<file path="src/core/mies_pkg.sv">
// Package of constants, types and opcodes for the instruction execution subset
// What this block does
// RQ1 - A jump_absolute loads the program counter from the instruction address and takes two cycles with a dummy cycle, flags unchanged.
// RQ2 - A copy_operand from memory copies the addressed data byte into the accumulator, flags unchanged.
// RQ3 - A copy_operand immediate loads the literal into the accumulator, flags unchanged.
// RQ4 - A copy_operand to memory writes the accumulator to the addressed data byte, flags unchanged.
// RQ5 - An idle_step changes nothing and moves on to the next instruction.
// RQ6 - OR with memory puts accumulator OR memory byte in the accumulator and updates only the zero flag.
// RQ7 - OR with literal puts accumulator OR literal in the accumulator and updates only the zero flag.
// RQ8 - An or_into_memory writes accumulator OR memory byte back to memory and updates only the zero flag.
// RQ9 - A subroutine_exit pops the return address into the program counter and resumes there, flags unchanged.
// RQ10 - A subroutine_exit with literal pops the program counter and loads the literal into the accumulator, flags unchanged.
// RQ11 - An interrupt_exit pops the program counter and sets master_irq_enable to one, flags unchanged.
// RQ12 - If an interrupt is pending at interrupt_exit, that interrupt is serviced before the main program resumes.
// RQ13 - A rotate_left moves the memory byte left one place with bit 7 into bit 0, writes it back and alters no flag.
// RQ14 - Where the zero flag is updated it is set when the 8-bit result is zero and cleared otherwise.
package mies_pkg;
   localparam int PC_W   = 11;
   localparam int DATA_W = 8;
   localparam int ADDR_W = 8;
   localparam int OPC_W  = 4;

   localparam logic [PC_W-1:0]   PC_RESET  = 11'h000;
   localparam logic [PC_W-1:0]   IRQ_VECTOR = 11'h004;
   localparam logic [DATA_W-1:0] ACC_RESET = 8'h00;
   localparam logic              ZERO_RESET = 1'b0;
   localparam logic              MIE_RESET = 1'b0;
   localparam int                ROT_MSB   = 7;

   typedef enum logic [OPC_W-1:0] {
      OP_IDLE_STEP    = 4'h0,
      OP_JUMP_ABS     = 4'h1,
      OP_COPY_MEM_ACC = 4'h2,
      OP_COPY_IMM_ACC = 4'h3,
      OP_COPY_ACC_MEM = 4'h4,
      OP_OR_MEM_ACC   = 4'h5,
      OP_OR_IMM_ACC   = 4'h6,
      OP_OR_INTO_MEM  = 4'h7,
      OP_SUB_EXIT     = 4'h8,
      OP_SUB_EXIT_IMM = 4'h9,
      OP_INT_EXIT     = 4'hA,
      OP_ROTATE_LEFT  = 4'hB
   } mies_opcode_t;

   // Decoded instruction word as presented by the fetch path
   typedef struct packed {
      mies_opcode_t      opcode;
      logic [PC_W-1:0]   target;
      logic [ADDR_W-1:0] mem_addr;
      logic [DATA_W-1:0] literal;
   } mies_instr_t;

   // Data memory write request
   typedef struct packed {
      logic              wr_en;
      logic [ADDR_W-1:0] addr;
      logic [DATA_W-1:0] data;
   } mies_mem_wr_t;

   typedef enum logic [2:0] {
      ST_EXEC  = 3'b001,
      ST_FLUSH = 3'b010,
      ST_IRQ   = 3'b100
   } mies_state_t;
endpackage

</file>
<file path="src/core/mies_exec.sv">
// Execute stage for the instruction subset: jump, moves, OR, returns, rotate
`timescale 1ns/10ps
module mies_exec (
   input  wire logic                          sys_clk,       // System clock, 50 MHz
   input  wire logic                          rst,           // Asynchronous reset, active high
   input  wire logic                          instr_valid,   // Instruction word is present
   input  wire mies_pkg::mies_instr_t         instr,         // Decoded instruction word
   input  wire logic [mies_pkg::DATA_W-1:0]   mem_rd_data,   // Byte at instr.mem_addr, combinational
   input  wire logic [mies_pkg::PC_W-1:0]     stack_top,     // Return address at top of stack
   input  wire logic                          irq_pending,   // Interrupt request pending, same clock
   output logic                               instr_taken,   // Instruction executed last cycle
   output logic [mies_pkg::PC_W-1:0]          pc,            // Program counter
   output logic [mies_pkg::DATA_W-1:0]        acc,           // Accumulator
   output logic                               zero_flag,     // Zero status flag
   output logic                               master_irq_enable, // Global interrupt enable
   output mies_pkg::mies_mem_wr_t             mem_wr,        // Data memory write request
   output logic                               stack_pop,     // Pop pulse for the stack
   output logic                               irq_enter      // Interrupt entry pulse
);
   mies_pkg::mies_state_t             state_reg, state_next;
   logic [mies_pkg::PC_W-1:0]         pc_reg, pc_next;
   logic [mies_pkg::DATA_W-1:0]       acc_reg, acc_next;
   logic                              zero_reg, zero_next;
   logic                              mie_reg, mie_next;
   mies_pkg::mies_mem_wr_t            wr_reg, wr_next;
   logic                              pop_reg, pop_next;
   logic                              taken_reg, taken_next;
   logic                              irqe_reg, irqe_next;
   mies_pkg::mies_opcode_t            op;
   logic                              irq_take;
   logic                              exec_go;
   logic [mies_pkg::DATA_W-1:0]       src_byte;
   logic [mies_pkg::DATA_W-1:0]       or_mem;
   logic [mies_pkg::DATA_W-1:0]       or_imm;

   function automatic logic is_zero(input logic [mies_pkg::DATA_W-1:0] v);
      is_zero = (v == 8'h00); // RQ14
   endfunction

   function automatic logic [mies_pkg::DATA_W-1:0] rot_left(input logic [mies_pkg::DATA_W-1:0] v);
      rot_left = {v[mies_pkg::ROT_MSB-1:0], v[mies_pkg::ROT_MSB]}; // RQ13
   endfunction

   // Opcodes that restore the program counter from the stack
   function automatic logic is_return(input mies_pkg::mies_opcode_t o);
      case (o)
         mies_pkg::OP_SUB_EXIT, mies_pkg::OP_SUB_EXIT_IMM, mies_pkg::OP_INT_EXIT: begin
            is_return = 1'b1;
         end
         default: begin
            is_return = 1'b0;
         end
      endcase
   endfunction

   // Decode shared by the groups below
   always_comb begin
      op       = instr.opcode;
      irq_take = 1'b0;
      exec_go  = 1'b0;
      case (state_reg)
         mies_pkg::ST_EXEC: begin
            // Entry between instructions has priority over the word on instr
            irq_take = irq_pending && mie_reg;
            exec_go  = instr_valid && !irq_take;
         end
         mies_pkg::ST_IRQ: begin
            irq_take = irq_pending && mie_reg; // RQ12
         end
         default: begin
            irq_take = 1'b0;
         end
      endcase
   end

   // A store launched last cycle lands at this edge, so memory still shows the old byte
   always_comb begin
      if (wr_reg.wr_en && (wr_reg.addr == instr.mem_addr)) begin
         src_byte = wr_reg.data;
      end else begin
         src_byte = mem_rd_data;
      end
      or_mem = acc_reg | src_byte;
      or_imm = acc_reg | instr.literal;
   end

   // Control state: one dummy cycle after a change of flow, one check cycle after interrupt_exit
   always_comb begin
      state_next = state_reg;
      case (state_reg)
         mies_pkg::ST_EXEC: begin
            if (irq_take) begin
               // Interrupt entry between instructions; one dummy cycle follows
               state_next = mies_pkg::ST_FLUSH;
            end else if (exec_go) begin
               if (op == mies_pkg::OP_INT_EXIT) begin
                  // Pending request is taken in the next cycle, the check cycle that also serves as the refill
                  state_next = mies_pkg::ST_IRQ; // RQ12
               end else if ((op == mies_pkg::OP_JUMP_ABS) || is_return(op)) begin
                  state_next = mies_pkg::ST_FLUSH; // RQ1
               end else begin
                  state_next = mies_pkg::ST_EXEC;
               end
            end else begin
               state_next = mies_pkg::ST_EXEC;
            end
         end
         mies_pkg::ST_FLUSH: begin
            // Dummy cycle while the new address is fetched
            state_next = mies_pkg::ST_EXEC; // RQ1
         end
         mies_pkg::ST_IRQ: begin
            if (irq_take) begin
               state_next = mies_pkg::ST_FLUSH; // RQ12
            end else begin
               state_next = mies_pkg::ST_EXEC;
            end
         end
         default: begin
            state_next = mies_pkg::ST_EXEC;
         end
      endcase
   end

   always_ff @(posedge sys_clk or posedge rst) begin
      if (rst) begin
         state_reg <= mies_pkg::ST_EXEC;
      end else begin
         state_reg <= state_next;
      end
   end

   // Program counter: step, jump target, restored return address or interrupt vector
   always_comb begin
      pc_next = pc_reg;
      if (irq_take) begin
         pc_next = mies_pkg::IRQ_VECTOR; // RQ12
      end else if (exec_go) begin
         case (op)
            mies_pkg::OP_JUMP_ABS: begin
               pc_next = instr.target; // RQ1
            end
            mies_pkg::OP_SUB_EXIT: begin
               pc_next = stack_top; // RQ9
            end
            mies_pkg::OP_SUB_EXIT_IMM: begin
               pc_next = stack_top; // RQ10
            end
            mies_pkg::OP_INT_EXIT: begin
               pc_next = stack_top; // RQ11
            end
            default: begin
               // Every other opcode, idle_step included, moves on to the next word
               pc_next = pc_reg + 11'h001; // RQ5
            end
         endcase
      end
   end

   always_ff @(posedge sys_clk or posedge rst) begin
      if (rst) begin
         pc_reg <= mies_pkg::PC_RESET;
      end else begin
         pc_reg <= pc_next;
      end
   end

   // Accumulator and zero flag; only the OR forms touch the flag
   always_comb begin
      acc_next  = acc_reg;
      zero_next = zero_reg;
      if (exec_go) begin
         case (op)
            mies_pkg::OP_COPY_MEM_ACC: begin
               acc_next = src_byte; // RQ2
            end
            mies_pkg::OP_COPY_IMM_ACC: begin
               acc_next = instr.literal; // RQ3
            end
            mies_pkg::OP_OR_MEM_ACC: begin
               acc_next  = or_mem; // RQ6
               zero_next = is_zero(or_mem); // RQ6
            end
            mies_pkg::OP_OR_IMM_ACC: begin
               acc_next  = or_imm; // RQ7
               zero_next = is_zero(or_imm); // RQ7
            end
            mies_pkg::OP_OR_INTO_MEM: begin
               zero_next = is_zero(or_mem); // RQ8
            end
            mies_pkg::OP_SUB_EXIT_IMM: begin
               acc_next = instr.literal; // RQ10
            end
            default: begin
               acc_next  = acc_reg;
               zero_next = zero_reg;
            end
         endcase
      end
   end

   always_ff @(posedge sys_clk or posedge rst) begin
      if (rst) begin
         acc_reg  <= mies_pkg::ACC_RESET;
         zero_reg <= mies_pkg::ZERO_RESET;
      end else begin
         acc_reg  <= acc_next;
         zero_reg <= zero_next;
      end
   end

   // Master interrupt enable: set by interrupt_exit, cleared on entry to mask nesting
   always_comb begin
      mie_next = mie_reg;
      if (irq_take) begin
         mie_next = 1'b0;
      end else if (exec_go && (op == mies_pkg::OP_INT_EXIT)) begin
         mie_next = 1'b1; // RQ11
      end
   end

   always_ff @(posedge sys_clk or posedge rst) begin
      if (rst) begin
         mie_reg <= mies_pkg::MIE_RESET;
      end else begin
         mie_reg <= mie_next;
      end
   end

   // Data memory write request, one cycle per store
   always_comb begin
      wr_next = '0;
      if (exec_go) begin
         case (op)
            mies_pkg::OP_COPY_ACC_MEM: begin
               wr_next = '{wr_en: 1'b1, addr: instr.mem_addr, data: acc_reg}; // RQ4
            end
            mies_pkg::OP_OR_INTO_MEM: begin
               wr_next = '{wr_en: 1'b1, addr: instr.mem_addr, data: or_mem}; // RQ8
            end
            mies_pkg::OP_ROTATE_LEFT: begin
               wr_next = '{wr_en: 1'b1, addr: instr.mem_addr, data: rot_left(src_byte)}; // RQ13
            end
            default: begin
               wr_next = '0;
            end
         endcase
      end
   end

   always_ff @(posedge sys_clk or posedge rst) begin
      if (rst) begin
         wr_reg <= '0;
      end else begin
         wr_reg <= wr_next;
      end
   end

   // Executed-instruction pulse for the fetch path
   always_comb begin
      taken_next = exec_go;
   end

   always_ff @(posedge sys_clk or posedge rst) begin
      if (rst) begin
         taken_reg <= 1'b0;
      end else begin
         taken_reg <= taken_next;
      end
   end

   // Pop pulse for the return stack
   always_comb begin
      pop_next = exec_go && is_return(op); // RQ9 RQ10 RQ11
   end

   always_ff @(posedge sys_clk or posedge rst) begin
      if (rst) begin
         pop_reg <= 1'b0;
      end else begin
         pop_reg <= pop_next;
      end
   end

   // Interrupt entry pulse for the interrupt controller
   always_comb begin
      irqe_next = irq_take; // RQ12
   end

   always_ff @(posedge sys_clk or posedge rst) begin
      if (rst) begin
         irqe_reg <= 1'b0;
      end else begin
         irqe_reg <= irqe_next;
      end
   end

   assign pc                = pc_reg;
   assign acc               = acc_reg;
   assign zero_flag         = zero_reg;
   assign master_irq_enable = mie_reg;
   assign mem_wr            = wr_reg;
   assign stack_pop         = pop_reg;
   assign instr_taken       = taken_reg;
   assign irq_enter         = irqe_reg;
endmodule

</file>
<file path="config.mk">
export PLATFORM = sky130hd
export DESIGN_NAME = mies_exec
export DESIGN_NICKNAME = d
export VERILOG_FILES = /design/src/core/mies_pkg.sv /design/src/core/mies_exec.sv
export SDC_FILE = /design/constraint.sdc
export NUM_CORES = 1
export LEC_CHECK = 0
export BUFFER_PORTS_ARGS = -buffer_cell sky130_fd_sc_hd__buf_2
export CORE_MARGIN = 2
export CORE_UTILIZATION = 44
export CTS_CLUSTER_DIAMETER = 60
export DETAILED_ROUTE_END_ITERATION = 10
export MAX_ROUTING_LAYER = met4
export PLACE_DENSITY_LB_ADDON = 0.05
export SKIP_CTS_REPAIR_TIMING = 1
export SLEW_MARGIN = 5
export SYNTH_ARGS = -nofsm -noshare
export SYNTH_HDL_FRONTEND = slang
export SYNTH_SLANG_ARGS = --single-unit
</file>
<file path="constraint.sdc">
create_clock -name sys_clk -period 2.13 [get_ports sys_clk]
set_clock_uncertainty 0.15 [all_clocks]
set_input_delay 0.213 -clock sys_clk [delete_from_list [all_inputs] [get_ports sys_clk]]
set_output_delay 0.213 -clock sys_clk [all_outputs]
set_load 0.005 [all_outputs]
</file>
======== After elaboration in Yosys (flattened, before gate mapping) ========
Cells that the tools add are included.
Widths: inputs -> output; s select.
storage, ports and cells
  bits of input ports ..................... 54
  output and inout port bits .............. 41
  word-level logic and storage cells ...... 70
  bits in registers ....................... 44
cells by class
  $add $sub $neg .......................... 1
  reduce and logical (&&, ||, !) cells .... 19
  muxes and demuxes ....................... 23
  bitwise gates (word level) .............. 2
  equal/unequal tests ..................... 14
operators by type and width
  kind                   number
  $pmux 17 s3            1
  $pmux 8 s4             1
  $mux 11                2
  $pmux 11 s2            1
  $mux 17                1
  $eq 4x3->1 const B     4
  $eq 4x4->1 const B     4
  $logic_not 8->1        2
  $or 8x8->8             2
  $add 11x1->11 const B  1
  $mux 1                 9
  $mux 3                 3
  $eq 4x2->1 const B     2
  $eq 8x8->1             1
  $mux 8                 1
  $pmux 3 s2             1
  $reduce_bool 2->1      3
  $reduce_or 2->1        3
  $logic_and 1x1->1      5
  $eq 4x1->1 const B     1
  $mux 2                 2
  $reduce_and 2->1       2
  $reduce_bool 4->1      1
  $eq 3x1->1 const B     1
  5 further kinds        5

======== Depth between registers and ports, before layout ========
Gate-level depths: netlist of run 1.
  depth in word-level cells ............... 13
  depth in mapped cells ................... 8
  gate-level depth less buffers ........... 6

======== Worst setup path before layout of run 1 ========
OpenSTA, ideal clock, no wires.
  path type ............................... register -> register
  start point ............................. reg wr_reg, in the netlist mem_wr[11]
  end point ............................... reg zero_reg (netlist: zero_flag)
  arrival ................................. 1.780 ns
  required time ........................... 1.879 ns
  setup time .............................. 0.101 ns
  clock period less this slack ............ 2.031 ns
  path slack .............................. 0.099 ns
  cell stages (with the launch flop) ...... 7
  buffers on the path ..................... 1
  cells stage by stage .................... dfrtp_1 -> xor2_1 -> nor4_4 -> and3_1 -> buf_6 -> mux2_4 -> o311ai_2
between the ends
  cells in the longest elaborated chain, start to end .. 6
RTL lines
  item                    line              source
  start, declared         mies_exec.sv:25   mies_pkg::mies_mem_wr_t wr_reg, wr_next;
  start signal, assigned  mies_exec.sv:255  wr_reg <= wr_next;
  $eq 8x8->1              mies_exec.sv:78   if (wr_reg.wr_en && (wr_reg.addr == instr.mem_addr)) begin
  $logic_and 1x1->1       mies_exec.sv:78
  $mux 8                  mies_exec.sv:78
  $or 8x8->8              mies_exec.sv:83   or_mem = acc_reg | src_byte;
  $logic_not 8->1         mies_exec.sv:37   is_zero = (v == 8'h00);
  $pmux 1 s2              mies_exec.sv:173  case (op)
  end signal, assigned    mies_exec.sv:205  zero_reg <= mies_pkg::ZERO_RESET;
  end signal, assigned    mies_exec.sv:208  zero_reg <= zero_next;
  end, declared           mies_exec.sv:23   logic zero_reg, zero_next;
No other way between the ends.
A chain may end at the register's enable or synchronous reset.

==> impl_metrics.tcl, run 1 <==
set metrics [dict create \
    status "complete, no violations" \
    drv_cap 0 \
    worst_pin_slew_ns 0.7095 \
    globalplace.congestion 0.8987 \
    power.density_nw_per_um2 875.3 \
    vias_per_cell 5.548 \
    hold_violations 0 \
    yosys_most_used_dff "dfrtp_1" \
    area_growth_pct 31.30 \
    drtIter0Drc 148 \
    path_max_fanout 8 \
    cts_tree "done" \
    drive_gt1_share_pct 38.10 \
    path_delay_family "buffers and inverters" \
    drt_pass1_iterations 4 \
    dieArea_sq_um 6220 \
    layout_common_cells "94 x buf_2, 43 x dfrtp_1, 20 x nand2_1" \
    die_height_um 78.87 \
    min_path_type "in -> reg" \
    worstPathArrival_ns 2.02 \
    largest_reg_flops 17 \
    tns_ns 0 \
    syn-num-nets 305 \
    critPathSlowestCell "dlygate4sd3_1" \
    cts_sinks 44 \
    post-route-min-period_ns 2.002 \
    required_ns 2.14 \
    layout_commonest_cell "buf_2" \
    grtUsageTotal_pct 22.88 \
    critPathLaunchType "primary input" \
    synth_area_sq_um 2466 \
    ant_nets 0 \
    clk_pin_slew_ns 0.08 \
    avgSynthCellArea_sq_um 9.864 \
    wl_per_cell_um 15.85 \
    io_pins 95 \
    vdd_ir_drop_max_mv 0.4192 \
    synth_edf_count 0 \
    critical_path_class "in -> reg" \
    yosysSeqAreaShare_pct 44.70 \
    grt_pass1_vias 2119 \
    coreArea_sq_um 5473 \
    antenna_found_initial 0 \
    start_util_pct 45.06 \
    clock.fmax_mhz 499.5 \
    cts.path.max_buffers 2 \
    p_leak_uw 0.001600 \
    end_kind "flip-flop" \
    io_buffers 94 \
    max_stage_delay_ns 0.54 \
    numCtsBuffers 5 \
    root_buffer "clkbuf_8" \
    cp_num_buf_inv 3 \
    ys_warn_count 0 \
    drcViolationCount 0 \
    fp-row-count 27 \
    rrSetupSlack_ns 0.14 \
    final-max-slew-violation-count 0 \
    dp_hpwl_um 5156 \
    htreeDepth 2 \
    overflow 0 \
    grt_max_degree 21 \
    finalCritPeriodShare_pct 93.99 \
    async_reset_ff_share_pct 100.0 \
    clk_latency_ns 0.30 \
    grt_setup_unrepaired "false" \
    setup_viol 0 \
    wirelength_um 6798 \
    grt_pass1_wl_um 10830 \
    die_width_um 78.87 \
    syn_inst 250 \
    vias 2380 \
    nNetsFinal 412 \
    utilization_pct 59.17 \
    max_slew_margin_pct 52.40 \
    n_antenna_cell 0 \
    ys_seq_elements 44 \
    crit_chain "dlygate4sd3_1 > buf_2 > xor2_1 > nor3_2 > and3_4 > buf_6 > mux2i_2 > o221ai_1" \
    yosysUniqueCellTypes 51 \
]
[layer usage]
layer	wire (um)	global-route usage (%)
met3	355	3.182
met4	97	6.897
met2	3018	31.11
met1	3326	35.34
met5	0	-
[final timing paths]
path | cells after the start | start | to
worst min-delay path | 2 | instr[10] | mem_wr[10]$_DFF_PP0_
max in group asynchronous | 4 | rst | zero_flag$_DFFE_PP0P_
worst min register to register | 1 | master_irq_enable$_DFFE_PP0P_ | master_irq_enable$_DFFE_PP0P_
min in group asynchronous | 3 | rst | instr_taken$_DFF_PP0_
worst max-delay path | 8 | instr[15] | mem_wr[4]$_DFF_PP0_
worst max register to register | 6 | mem_wr[11]$_DFF_PP0_ | mem_wr[4]$_DFF_PP0_
[final cells by class]
class	instances	area (sq um)
fill	500	2235
tap	72	90.09
inverter	8	30.03
timing repair buffer	110	601.8
sequential	44	1102
multi-input combinational	188	1318
clock buffer	7	96.34
[per-stage QoR]
step / power [uW] / hold WS [ns] / cells / area (sq um) / setup slack [ns]
3_3_place_gp: 2257 / 0.1158 / 419 / 3067 / 0.08499
6_report: 2834 / 0.0005692 / 429 / 3238 / 0.1280
3_5_place_dp: 2270 / 0.1207 / 419 / 3067 / 0.04829
2_1_floorplan: 1803 / 0.1596 / 250 / 2466 / 0.09934
4_1_cts: 2841 / -0.2043 / 426 / 3163 / 0.04679
5_1_grt: 3031 / 0.0001324 / 429 / 3238 / 0.006190
[worst reg2reg max path, delay by kind of cell, from the launching register on]
kind,cells,cell delay (ns)
mux,1,0.28
flops,1,0.39
xor+xnor,1,0.18
simple gates,2,0.53
compound gates,1,0.17
buf+inv,1,0.17
[kinds of logic (layout without fill, tap and decap cells)]
| group | count (synthesis) | after routing | share of synthesized area [%] |
|---|---|---|---|
| compound gates | 85 | 85 | 23.74 |
| xor+xnor | 13 | 13 | 4.617 |
| fa+ha+maj | 1 | 1 | 0.5073 |
| buf+inv | 18 | 125 | 3.551 |
| flops | 44 | 44 | 44.70 |
| mux | 8 | 8 | 3.501 |
| simple gates | 81 | 81 | 19.38 |
[power breakdown]
part / total, uW / internal (uW) / switching [uW]
Combinational: 949 / 474 / 475
Clock: 569 / 289 / 280
Sequential: 1320 / 1060 / 259
Total: 2830 / 1820 / 1010
[cells in the mapped netlist (2+ instances only)]
cell type | count | area [sq um]
dfrtp_1 | 43 | 1076
nor2_1 | 7 | 26.28
o21ai_1 | 4 | 20.02
o221ai_1 | 5 | 43.79
nand4_1 | 4 | 25.02
nor3_1 | 2 | 10.01
and3_1 | 4 | 25.02
or3_1 | 2 | 12.51
and2_1 | 13 | 81.33
nand2_1 | 20 | 75.07
o21ai_0 | 18 | 90.09
buf_2 | 7 | 35.03
inv_2 | 2 | 7.510
inv_1 | 6 | 22.52
o211ai_1 | 2 | 15.01
a21oi_1 | 14 | 70.07
a221oi_1 | 3 | 26.28
nand3_1 | 6 | 30.03
or2_2 | 2 | 12.51
a31oi_1 | 2 | 12.51
nor2_2 | 2 | 12.51
nor4_1 | 8 | 50.05
mux2i_1 | 6 | 60.06
xor2_1 | 10 | 87.58
a22o_1 | 7 | 61.31
a22oi_1 | 10 | 75.07
a32oi_1 | 6 | 52.55
o32ai_1 | 2 | 17.52
xnor2_1 | 3 | 26.28
nor2b_1 | 3 | 18.77
a211oi_1 | 2 | 15.01
a21o_1 | 6 | 45.04
Note: power is estimated with default switching activity, not from simulation.
==> inputs of run 2 (changes only) <==
RECOVER_POWER = 50   (was not set)
==> run 2 against run 1 <==
Compared with the run above:
- clock-buffer cell count stayed put
- via count down 0.80%
- sequential cell count unchanged
- critical endpoint is now mem_wr[3]$_DFF_PP0_
- largest cell class unchanged
==> impl_metrics.tcl, run 2 (synthesis results as in run 1) <==
set metrics [dict create \
    critPathLaunchType "primary input" \
    dieArea_sq_um 6220 \
    coreArea_sq_um 5473 \
    post-route-min-period_ns 2.002 \
    vdd_ir_drop_max_mv 0.4101 \
    layout_common_cells "79 x buf_2, 43 x dfrtp_1, 20 x nand2_1" \
    worst_pin_slew_ns 0.7247 \
    nNetsFinal 412 \
    final-max-slew-violation-count 0 \
    power.density_nw_per_um2 877.5 \
    wl_per_cell_um 15.87 \
    setup_viol 0 \
    drcViolationCount 0 \
    vias 2361 \
    cts_tree "done" \
    status "complete, no violations" \
    drive_gt1_share_pct 33.05 \
    die_width_um 78.87 \
    layout_commonest_cell "buf_2" \
    antenna_found_initial 0 \
    crit_start "instr[15]" \
    cts_sinks 44 \
    area_growth_pct 30.24 \
    grtUsageMet2_pct 31.11 \
    drv_cap 0 \
    cts.path.max_buffers 2 \
    end_kind "flip-flop" \
    p_total_uw 2818 \
    grt_pass1_wl_um 10830 \
    clk_latency_ns 0.30 \
    r2r-start "mem_wr[11]$_DFF_PP0_" \
    top_usage_layer "met1" \
    critical_path_class "in -> reg" \
    grt_setup_unrepaired "false" \
    grt_use_met3_pct 3.182 \
    grt_pass1_vias 2119 \
    stdcell_count 429 \
    dp_hpwl_um 5156 \
    io_buffers 94 \
    largest_reg_flops 17 \
    tns_ns 0 \
    start_util_pct 45.06 \
    p_leak_uw 0.001538 \
    max_slew_margin_pct 51.69 \
    fill_cells 514 \
    worstPathArrival_ns 2.01 \
    die_height_um 78.87 \
    required_ns 2.13 \
    globalplace.congestion 0.8987 \
    vias_per_cell 5.503 \
    clk_pin_slew_ns 0.08 \
    hold_violations 0 \
    grtUsageTotal_pct 22.88 \
    path_max_fanout 8 \
    grt_max_degree 21 \
    overflow 0 \
    htreeDepth 2 \
    fp-row-count 27 \
    numCtsBuffers 5 \
    drt_pass1_iterations 4 \
    min_path_type "in -> reg" \
    met1_usage_pct 35.34 \
    finalCritPeriodShare_pct 94.01 \
    io_pins 95 \
    ant_nets 0 \
    root_buffer "clkbuf_8" \
    drtIter0Drc 130 \
    placed_cells 419 \
    wirelength_um 6808 \
    clock.fmax_mhz 499.4 \
    n_antenna_cell 0 \
    min_from "instr[10]" \
]
## run 2: changes by cell type in the layout (fill, tap and decap cells not counted)
cell and delta:
clkbuf_1 +17, buf_4 -2, inv_1 +1, buf_2 -15, inv_2 -1
## run 2: layer usage
metal | vias up | wire [um]
met5 | - | 0
li1 | 1156 | -
met3 | 10 | 357
met1 | 1121 | 3386
met2 | 74 | 2967
met4 | 0 | 97
## run 2: worst paths after layout
kind | end | slack, ns | cells past startpoint
worst max-delay path | mem_wr[3]$_DFF_PP0_ | 0.13 | 8
worst min-delay path | mem_wr[10]$_DFF_PP0_ | 0.0007 | 2
worst max register to register | mem_wr[3]$_DFF_PP0_ | 0.14 | 6
worst min register to register | pc[1]$_DFFE_PP0P_ | 0.38 | 2
max in group asynchronous | zero_flag$_DFFE_PP0P_ | 0.47 | 4
min in group asynchronous | stack_pop$_DFF_PP0_ | 0.34 | 3
## run 2: cell type report
class / count / area, sq um / area share [%]
Clock buffer: 7 / 96.34 / 3.000
Inverter: 8 / 30.03 / 0.9349
Multi-Input combinational cell: 188 / 1318 / 41.02
Sequential cell: 44 / 1102 / 34.32
Tap cell: 72 / 90.09 / 2.805
Timing Repair Buffer: 110 / 575.6 / 17.92
## run 2: worst max-delay path, cell delays in order
cell,delay (ns)
dlygate4sd3_1,0.54
buf_2,0.13
xor2_1,0.14
nor3_2,0.14
and3_4,0.24
buf_6,0.17
mux2i_2,0.28
o221ai_1,0.16
## run 2: report_power, final
| group | switching, uW | internal [uW] | total (uW) |
|---|---|---|---|
| sequential | 261 | 1060 | 1320 |
| combinational | 473 | 453 | 926 |
| clock | 284 | 289 | 574 |
| total | 1020 | 1800 | 2820 |
## run 2: per-stage QoR
step | setup WS, ns | hold slack, ns | area [sq um] | util (%)
floorplan | 0.09934 | 0.1596 | 2466 | -
global placement | 0.08499 | 0.1158 | 3067 | 56.04
detailed placement | 0.04829 | 0.1207 | 3067 | 56.04
CTS | 0.04679 | -0.2043 | 3163 | 57.80
global route | 0.006190 | 0.0001324 | 3212 | 58.69
finish | 0.1275 | 0.0006545 | 3212 | 58.69
